### config.mk
export PLATFORM = sky130hd
export DESIGN_NAME = tmr_regs
export DESIGN_NICKNAME = d
export VERILOG_FILES = /design/src/common/tmr_pkg.sv /design/src/hw/tmr_regs.sv
export SDC_FILE = /design/constraint.sdc
export NUM_CORES = 1
export LEC_CHECK = 0
export BUFFER_PORTS_ARGS = -buffer_cell sky130_fd_sc_hd__buf_4
export CORE_AREA = 2 2 124 126
export CTS_BUF_LIST = sky130_fd_sc_hd__clkbuf_4
export CTS_CLUSTER_DIAMETER = 30
export CTS_CLUSTER_SIZE = 16
export DETAILED_ROUTE_END_ITERATION = 16
export DIE_AREA = 0 0 126 128
export GPL_TIMING_DRIVEN = 0
export PLACE_DENSITY = 0.69
export SLEW_MARGIN = 20
export SYNTH_ARGS = -nofsm -noshare
export SYNTH_HDL_FRONTEND = slang
export SYNTH_SLANG_ARGS = --single-unit
### constraint.sdc
create_clock -name clk_sys -period 5.65 [get_ports clk_sys]
set_clock_uncertainty 0.05 [all_clocks]
set_input_delay 0.2825 -clock clk_sys [delete_from_list [all_inputs] [get_ports clk_sys]]
set_output_delay 0.2825 -clock clk_sys [all_outputs]
set_load 0.03 [all_outputs]
### src/common/tmr_pkg.sv
// package of constants for the temperature monitor register bank
package tmr_pkg;
   // ==========================================================
   // read addresses
   localparam logic [7:0] RD_LOCAL_VAL   = 8'h00;
   localparam logic [7:0] RD_REMOTE_HI   = 8'h01;
   localparam logic [7:0] RD_STATUS      = 8'h02;
   localparam logic [7:0] RD_CONFIG      = 8'h03;
   localparam logic [7:0] RD_RATE        = 8'h04;
   localparam logic [7:0] RD_LOC_HLIM    = 8'h05;
   localparam logic [7:0] RD_LOC_LLIM    = 8'h06;
   localparam logic [7:0] RD_REM_HLIM_HI = 8'h07;
   localparam logic [7:0] RD_REM_LLIM_HI = 8'h08;
   localparam logic [7:0] RD_REMOTE_LO   = 8'h10;
   localparam logic [7:0] RD_RSVD_A      = 8'h19;
   localparam logic [7:0] RD_RSVD_B      = 8'h20;
   localparam logic [7:0] RD_MAKER_ID    = 8'hfe;
   localparam logic [7:0] RD_REVISION    = 8'hff;
   // ==========================================================
   // write addresses
   localparam logic [7:0] WR_CONFIG      = 8'h09;
   localparam logic [7:0] WR_RATE        = 8'h0a;
   localparam logic [7:0] WR_LOC_HLIM    = 8'h0b;
   localparam logic [7:0] WR_LOC_LLIM    = 8'h0c;
   localparam logic [7:0] WR_REM_HLIM_HI = 8'h0d;
   localparam logic [7:0] WR_REM_LLIM_HI = 8'h0e;
   localparam logic [7:0] WR_ONE_SHOT    = 8'h0f;
   // shared read/write addresses
   localparam logic [7:0] RW_OFFSET_HI   = 8'h11;
   localparam logic [7:0] RW_OFFSET_LO   = 8'h12;
   localparam logic [7:0] RW_REM_HLIM_LO = 8'h13;
   localparam logic [7:0] RW_REM_LLIM_LO = 8'h14;
   // ==========================================================
   // reset values and fixed answers
   localparam logic [7:0] RST_TEMP       = 8'h80;
   localparam logic [7:0] RST_CONFIG     = 8'h00;
   localparam logic [7:0] RST_RATE       = 8'h02;
   localparam logic [7:0] RST_HIGH_LIM   = 8'h7f;
   localparam logic [7:0] RST_LOW_LIM    = 8'hc9;
   localparam logic [7:0] RST_ZERO       = 8'h00;
   localparam logic [7:0] INVALID_READ   = 8'hff;
   // ==========================================================
   // field positions, widths and remote limits
   localparam int CFG_ALERT_SUPPRESS = 7;
   localparam int CFG_STANDBY        = 6;
   localparam int ST_BUSY            = 7;
   localparam int ST_FLAG_TOP        = 6;
   localparam int FRAC_BITS          = 3;
   localparam int REMOTE_W           = 11;
   localparam logic [10:0] REMOTE_MAX = 11'h3ff;
   localparam logic [10:0] REMOTE_MIN = 11'h400;
   // ==========================================================
   // conversion sequencer
   typedef enum logic [1:0] {CONV_IDLE, CONV_RUN, CONV_CMP} tmr_conv_t;
endpackage : tmr_pkg

### src/hw/tmr_regs.sv
// register bank, conversion sequencer, status flags and alert latch
`timescale 1ns/1ps
module tmr_regs #(
   parameter logic [7:0] MAKER_ID = 8'h5a,   // arbitrary value
   parameter logic [7:0] REV_ID   = 8'h01    // arbitrary value
) (
   // clock and reset
   input  wire logic       clk_sys,
   input  wire logic       sys_rst,
   // byte port from serial framing
   input  wire logic       bus_wr_stb,
   input  wire logic       bus_wr_first,
   input  wire logic [7:0] bus_wr_data,
   input  wire logic       bus_rd_stb,
   input  wire logic       alert_resp_stb,
   output logic      [7:0] bus_rd_data_q,
   output logic            bus_rd_valid_q,
   // converter
   output logic            conv_start_q,
   input  wire logic       conv_done,
   input  wire logic [7:0] meas_local,
   input  wire logic [10:0] meas_remote,
   input  wire logic       meas_open,
   // pins
   input  wire logic       standby_pin_n,
   output logic            alert_n_q
);
   // ==========================================================
   // registers
   tmr_pkg::tmr_conv_t state_q;
   logic [7:0]  ptr_q;
   logic [7:0]  local_q, remote_hi_q, remote_lo_q;
   logic [7:0]  cfg_q, rate_q, loc_hlim_q, loc_llim_q;
   logic [7:0]  rem_hlim_hi_q, rem_llim_hi_q, rem_hlim_lo_q, rem_llim_lo_q;
   logic [7:0]  off_hi_q, off_lo_q;
   logic        open_q, oneshot_pend_q, oneshot_act_q, latch_q;
   logic [4:0]  flags_q;
   logic [4:0]  cause;
   logic        run, wr_data, accept, busy, start;
   logic [11:0] sum;
   logic [10:0] remote_sat, remote_now, rem_hlim, rem_llim, offset;

   // ==========================================================
   // decode and datapath
   assign wr_data    = bus_wr_stb && !bus_wr_first;
   assign run        = !cfg_q[tmr_pkg::CFG_STANDBY] && standby_pin_n;
   assign busy       = state_q != tmr_pkg::CONV_IDLE;
   assign start      = !busy && (run || oneshot_pend_q);
   assign accept     = state_q == tmr_pkg::CONV_RUN && conv_done && (run || oneshot_act_q);
   assign offset     = {off_hi_q, off_lo_q[7:5]};
   assign sum        = {meas_remote[10], meas_remote} + {offset[10], offset};
   assign remote_sat = (sum[11] != sum[10]) ? (sum[11] ? tmr_pkg::REMOTE_MIN
                                                        : tmr_pkg::REMOTE_MAX)
                                            : sum[10:0];
   assign remote_now = {remote_hi_q, remote_lo_q[7:5]};
   assign rem_hlim   = {rem_hlim_hi_q, rem_hlim_lo_q[7:5]};
   assign rem_llim   = {rem_llim_hi_q, rem_llim_lo_q[7:5]};
   // causes: local high, local low, remote high, remote low, open
   assign cause[4]   = $signed(local_q) > $signed(loc_hlim_q);
   assign cause[3]   = $signed(local_q) < $signed(loc_llim_q);
   assign cause[2]   = $signed(remote_now) > $signed(rem_hlim);
   assign cause[1]   = $signed(remote_now) < $signed(rem_llim);
   assign cause[0]   = open_q;

   // ==========================================================
   // address pointer
   always_ff @(posedge clk_sys or posedge sys_rst)
   begin
      if (sys_rst)
         ptr_q <= 8'h00;
      else if (bus_wr_stb && bus_wr_first)
         ptr_q <= bus_wr_data;
   end

   // ==========================================================
   // writable registers; read-only and reserved addresses ignore writes
   always_ff @(posedge clk_sys or posedge sys_rst)
   begin
      if (sys_rst)
      begin
         cfg_q         <= tmr_pkg::RST_CONFIG;
         rate_q        <= tmr_pkg::RST_RATE;
         loc_hlim_q    <= tmr_pkg::RST_HIGH_LIM;
         loc_llim_q    <= tmr_pkg::RST_LOW_LIM;
         rem_hlim_hi_q <= tmr_pkg::RST_HIGH_LIM;
         rem_llim_hi_q <= tmr_pkg::RST_LOW_LIM;
         rem_hlim_lo_q <= tmr_pkg::RST_ZERO;
         rem_llim_lo_q <= tmr_pkg::RST_ZERO;
         off_hi_q      <= tmr_pkg::RST_ZERO;
         off_lo_q      <= tmr_pkg::RST_ZERO;
      end
      else if (wr_data)
      begin
         case (ptr_q)
            tmr_pkg::WR_CONFIG:      cfg_q         <= bus_wr_data;
            tmr_pkg::WR_RATE:        rate_q        <= bus_wr_data;
            tmr_pkg::WR_LOC_HLIM:    loc_hlim_q    <= bus_wr_data;
            tmr_pkg::WR_LOC_LLIM:    loc_llim_q    <= bus_wr_data;
            tmr_pkg::WR_REM_HLIM_HI: rem_hlim_hi_q <= bus_wr_data;
            tmr_pkg::WR_REM_LLIM_HI: rem_llim_hi_q <= bus_wr_data;
            tmr_pkg::RW_OFFSET_HI:   off_hi_q      <= bus_wr_data;
            tmr_pkg::RW_OFFSET_LO:   off_lo_q      <= bus_wr_data;
            tmr_pkg::RW_REM_HLIM_LO: rem_hlim_lo_q <= bus_wr_data;
            tmr_pkg::RW_REM_LLIM_LO: rem_llim_lo_q <= bus_wr_data;
            default:                 ;
         endcase
      end
   end

   // ==========================================================
   // one-shot request, held until a conversion can start
   always_ff @(posedge clk_sys or posedge sys_rst)
   begin
      if (sys_rst)
         oneshot_pend_q <= 1'b0;
      else if (wr_data && ptr_q == tmr_pkg::WR_ONE_SHOT)
         oneshot_pend_q <= 1'b1;
      else if (start)
         oneshot_pend_q <= 1'b0;
   end

   // ==========================================================
   // conversion sequencer
   always_ff @(posedge clk_sys or posedge sys_rst)
   begin
      if (sys_rst)
      begin
         state_q       <= tmr_pkg::CONV_IDLE;
         conv_start_q  <= 1'b0;
         oneshot_act_q <= 1'b0;
      end
      else
      begin
         conv_start_q <= 1'b0;
         case (state_q)
            tmr_pkg::CONV_IDLE:
            begin
               if (start)
               begin
                  state_q       <= tmr_pkg::CONV_RUN;
                  conv_start_q  <= 1'b1;
                  oneshot_act_q <= !run;
               end
            end
            tmr_pkg::CONV_RUN:
            begin
               if (conv_done)
                  state_q <= accept ? tmr_pkg::CONV_CMP : tmr_pkg::CONV_IDLE;
            end
            tmr_pkg::CONV_CMP:
            begin
               state_q       <= tmr_pkg::CONV_IDLE;
               oneshot_act_q <= 1'b0;
            end
            default: state_q <= tmr_pkg::CONV_IDLE;
         endcase
      end
   end

   // ==========================================================
   // value registers, written only by the converter
   always_ff @(posedge clk_sys or posedge sys_rst)
   begin
      if (sys_rst)
      begin
         local_q     <= tmr_pkg::RST_TEMP;
         remote_hi_q <= tmr_pkg::RST_TEMP;
         remote_lo_q <= tmr_pkg::RST_ZERO;
         open_q      <= 1'b0;
      end
      else if (accept)
      begin
         local_q     <= meas_local;
         remote_hi_q <= remote_sat[10:tmr_pkg::FRAC_BITS];
         remote_lo_q <= {remote_sat[tmr_pkg::FRAC_BITS-1:0], 5'b00000};
         open_q      <= meas_open;
      end
   end

   // ==========================================================
   // sticky flags: set wins over the clear of a status read
   always_ff @(posedge clk_sys or posedge sys_rst)
   begin
      if (sys_rst)
         flags_q <= 5'h00;
      else
      begin
         for (int i = 0; i < 5; i++)
         begin
            if (state_q == tmr_pkg::CONV_CMP && cause[i])
               flags_q[i] <= 1'b1;
            else if (bus_rd_stb && ptr_q == tmr_pkg::RD_STATUS && !cause[i])
               flags_q[i] <= 1'b0;
         end
      end
   end

   // ==========================================================
   // interrupt latch and alert pin
   always_ff @(posedge clk_sys or posedge sys_rst)
   begin
      if (sys_rst)
         latch_q <= 1'b0;
      else if (|flags_q)
         latch_q <= 1'b1;
      else if (alert_resp_stb && cause == 5'h00)
         latch_q <= 1'b0;
   end

   always_ff @(posedge clk_sys or posedge sys_rst)
   begin
      if (sys_rst)
         alert_n_q <= 1'b1;
      else
         alert_n_q <= !(latch_q && !cfg_q[tmr_pkg::CFG_ALERT_SUPPRESS]);
   end

   // ==========================================================
   // read port; write-only addresses answer with an invalid byte
   always_ff @(posedge clk_sys or posedge sys_rst)
   begin
      if (sys_rst)
      begin
         bus_rd_data_q  <= 8'h00;
         bus_rd_valid_q <= 1'b0;
      end
      else
      begin
         bus_rd_valid_q <= bus_rd_stb;
         if (bus_rd_stb)
         begin
            case (ptr_q)
               tmr_pkg::RD_LOCAL_VAL:   bus_rd_data_q <= local_q;
               tmr_pkg::RD_REMOTE_HI:   bus_rd_data_q <= remote_hi_q;
               tmr_pkg::RD_STATUS:      bus_rd_data_q <= {busy, flags_q, 2'b00};
               tmr_pkg::RD_CONFIG:      bus_rd_data_q <= cfg_q;
               tmr_pkg::RD_RATE:        bus_rd_data_q <= rate_q;
               tmr_pkg::RD_LOC_HLIM:    bus_rd_data_q <= loc_hlim_q;
               tmr_pkg::RD_LOC_LLIM:    bus_rd_data_q <= loc_llim_q;
               tmr_pkg::RD_REM_HLIM_HI: bus_rd_data_q <= rem_hlim_hi_q;
               tmr_pkg::RD_REM_LLIM_HI: bus_rd_data_q <= rem_llim_hi_q;
               tmr_pkg::RD_REMOTE_LO:   bus_rd_data_q <= remote_lo_q;
               tmr_pkg::RW_OFFSET_HI:   bus_rd_data_q <= off_hi_q;
               tmr_pkg::RW_OFFSET_LO:   bus_rd_data_q <= off_lo_q;
               tmr_pkg::RW_REM_HLIM_LO: bus_rd_data_q <= rem_hlim_lo_q;
               tmr_pkg::RW_REM_LLIM_LO: bus_rd_data_q <= rem_llim_lo_q;
               tmr_pkg::RD_RSVD_A:      bus_rd_data_q <= tmr_pkg::RST_ZERO;
               tmr_pkg::RD_RSVD_B:      bus_rd_data_q <= tmr_pkg::RST_ZERO;
               tmr_pkg::RD_MAKER_ID:    bus_rd_data_q <= MAKER_ID;
               tmr_pkg::RD_REVISION:    bus_rd_data_q <= REV_ID;
               default:                 bus_rd_data_q <= tmr_pkg::INVALID_READ;
            endcase
         end
      end
   end
endmodule : tmr_regs

==> flow_summary.yaml <==
global_routing:
  grt_max_degree: 74
  grt.total_usage: 0.2948
  grt_overflow: 0
  grt_pass1_vias: 6372
  grt_pass1_wl_um: 35950
  antenna_found_initial: 0
timing:
  timing.hold.ws_ns: 0.1357
  tightest_slew_ns: 0.8486
  setup-tns-final_ns: 0
  maxSlewHeadroom: 0.4321
  finalCriticalPeriod_ns: 2.759
  min_period_over_period: 0.4884
  drv_slew: 0
  finalHoldViolCount: 0
  fmax_mhz: 362.4
  rsz0062_at_grt: "no"
  setup_viol: 0
setup_path:
  ff2ff_path_depth: 10
  critPathMaxFanout: 5
  r2r_start: "off_lo_q[5]"
  arrival_ns: 3.23
  required_ns: 6.12
  timing.rr.end: "remote_hi_q[3]"
  cp-end-kind: "flip-flop"
  cp-start-kind: "flip-flop"
  startpoint: "off_lo_q[5]"
  critPathKind: "reg -> reg"
  r2r_slack_ns: 2.89
run_status:
  status: "finished clean"
routing:
  ant_nets: 0
  wl_um: 22580
  drc: 0
  drt_first_pass_iters: 5
  vias: 6326
  wire_per_inst_um: 21.59
  first_iter_violations: 760
  via_per_inst: 6.048
clocking:
  cts_htree_levels: 4
  clockBufferDepth: 2
  cts.clk_slew.worst_paths_ns: 0.12
  cts_setup_buffers: 0
  post_cts_resized: 0
  clock_latency_ns: 0.59
  root_buffer: "clkbuf_4"
  cts_tree: "yes"
  clock-sinks: 129
  cts_made_buffers: 17
min_path:
  hold_class: "in -> reg"
  hold_depth: 3
  min_to: "conv_start_q"
  hold_path_startpoint: "standby_pin_n"
final_layout:
  diodes: 0
  final_util: 0.5843
  mostFrequentLayoutCells: "nand2_1 (105), dfrtp_1 (103), mux2_2 (68)"
  final_nets: 929
  areaGrowthSynthToFinish_pct: 14.57
  final_common_cell: "nand2_1"
  drive_above_1_share: 0.2494
  fin_area_um2: 8686
power:
  internal-power_w: 0.001760
  power_frac_comb: 0.306
  p_leak_nw: 4.077
  power_switching_w: 0.001031
  power_density_nw_per_um2: 321.4
  swShare: 0.3694
  ir_worst_vdd_uv: 203.7
  pwr-share-clk: 0.241
  seqPwrFrac: 0.453
logic_synthesis:
  ys_seq_elements: 129
  synth_nets: 843
  synth_cells: 759
  avgSynthCellArea_um2: 9.988
  synth.distinct_cells: 84
  synth_flop_cell: "dfrtp_1"
  ys_seq_area_frac: 0.4301
  synth_area_um2: 7581
  synth_edf_count: 0
  ys_warn_count: 0
  async_flop_share: 1.000
flow_run:
  maxCapViolations: 0
floorplanning:
  die_h_um: 128
  dieWidth_um: 126
  core_region_area_um2: 14860
  num_io_pins: 47
  initial_core_util: 0.5100
  die_area_um2: 16130
  num_rows: 45
placed_design:
  gp_congestion: 1.026
  hpwl_um: 16510
  placed_area_um2: 8194
  port_buffers: 46
==> per-stage QoR <==
| stage | setup WS [ns] | total power [W] | cells |
|---|---|---|---|
| global route | 2.738 | 0.002951 | 1046 |
| floorplan | 1.920 | 0.001790 | 759 |
| CTS | 2.920 | 0.002781 | 1046 |
| finish | 2.891 | 0.002791 | 1046 |
| global placement | 0.5792 | 0.002067 | 993 |
| detailed placement | 2.956 | 0.002101 | 994 |
==> worst max-delay path, cell delays in order (launching register included) <==
cell	delay [ns]
dfrtp_1	0.42
ha_1	0.19
inv_1	0.06
fa_1	0.39
nand2b_1	0.19
a21oi_2	0.22
o31ai_4	0.11
a31oi_4	0.25
a2bb2oi_1	0.44
nand3_1	0.17
o211ai_1	0.19
==> power by group through the flow <==
| stage | Clock [W] | Sequential, W | Combinational (W) |
|---|---|---|---|
| after floorplan | 0 | 0.00122 | 0.000571 |
| after global placement | 0 | 0.00127 | 0.000795 |
| after detailed placement | 0 | 0.00127 | 0.000829 |
| after CTS | 0.000679 | 0.00126 | 0.000844 |
| after global routing | 0.000718 | 0.00128 | 0.000951 |
| final | 0.000673 | 0.00126 | 0.000854 |
==> kinds of logic after synthesis <==
logic type | after synthesis | synth area share
adders and majority gates | 53 | 0.08764
xor gates and xnor gates | 7 | 0.009078
and+or+nand+nor | 230 | 0.1456
buffers and inverters | 87 | 0.04687
DFF | 129 | 0.4301
AOI/OAI and AO/OA | 166 | 0.1497
muxes | 87 | 0.1310
==> synthesized netlist by cell type, types with 4 or more instances <==
cell	instances	area [um^2]
o22ai_1	10	62.56
a31oi_1	4	25.02
nor2b_1	9	56.30
a21o_1	8	60.06
clkbuf_1	21	78.83
mux2i_1	16	160.2
nand4_1	5	31.28
nor2_1	42	157.7
inv_1	50	187.7
nor3_1	8	40.04
xor2_1	4	35.03
a211oi_1	6	45.04
o21ai_1	6	30.03
mux2_2	68	765.7
ha_1	47	588.1
buf_2	7	35.03
a21oi_1	26	130.1
dfstp_2	26	683.2
o211ai_1	6	45.04
a32oi_1	4	35.03
dfrtp_1	103	2577
o21ai_0	43	215.2
nor2_2	5	31.28
a22oi_1	8	60.06
nand2b_1	7	43.79
maj3_2	5	56.30
nand3_1	16	80.08
and2_1	6	37.54
nand2_1	105	394.1
o21a_1	4	30.03
a221oi_1	6	52.55
==> how the worst max path moves through the flow <==
stage / cells after the start / end / slack (ns)
global route: 10 / remote_hi_q[3] / 2.74
global placement: 2 / ptr_q[0] / 0.58
floorplan: 1 / bus_rd_data_q[0] / 1.92
detailed placement: 10 / remote_hi_q[3] / 2.96
finish: 10 / remote_hi_q[3] / 2.89
CTS: 10 / remote_hi_q[3] / 2.92
==> area by class of cell <==
cell class              count  area (um^2)
clock inverters            12        141.4
plain buffers              36        163.9
clock buffers              20        150.1
repair buffers             67        573.1
multi-input cells         543         3965
well taps                 188        235.2
fillers                  1319         6178
flip-flops and latches    129         3261
inverters                  51        196.4
==> repair_timing <==
action	CTS	global route
setup endpoints to repair	0	0
hold buffers	20	0
endpoints found under the hold margin	71	0
==> routing by layer <==
metal,vias to the layer above,track usage,share of wire
li1,2877,-,-
met1,3136,0.4003,0.44
met2,265,0.4620,0.46
met3,48,0.07346,0.074
met4,0,0.1060,0.028
met5,-,0,0
Note: power is estimated with default switching activity, not from simulation.
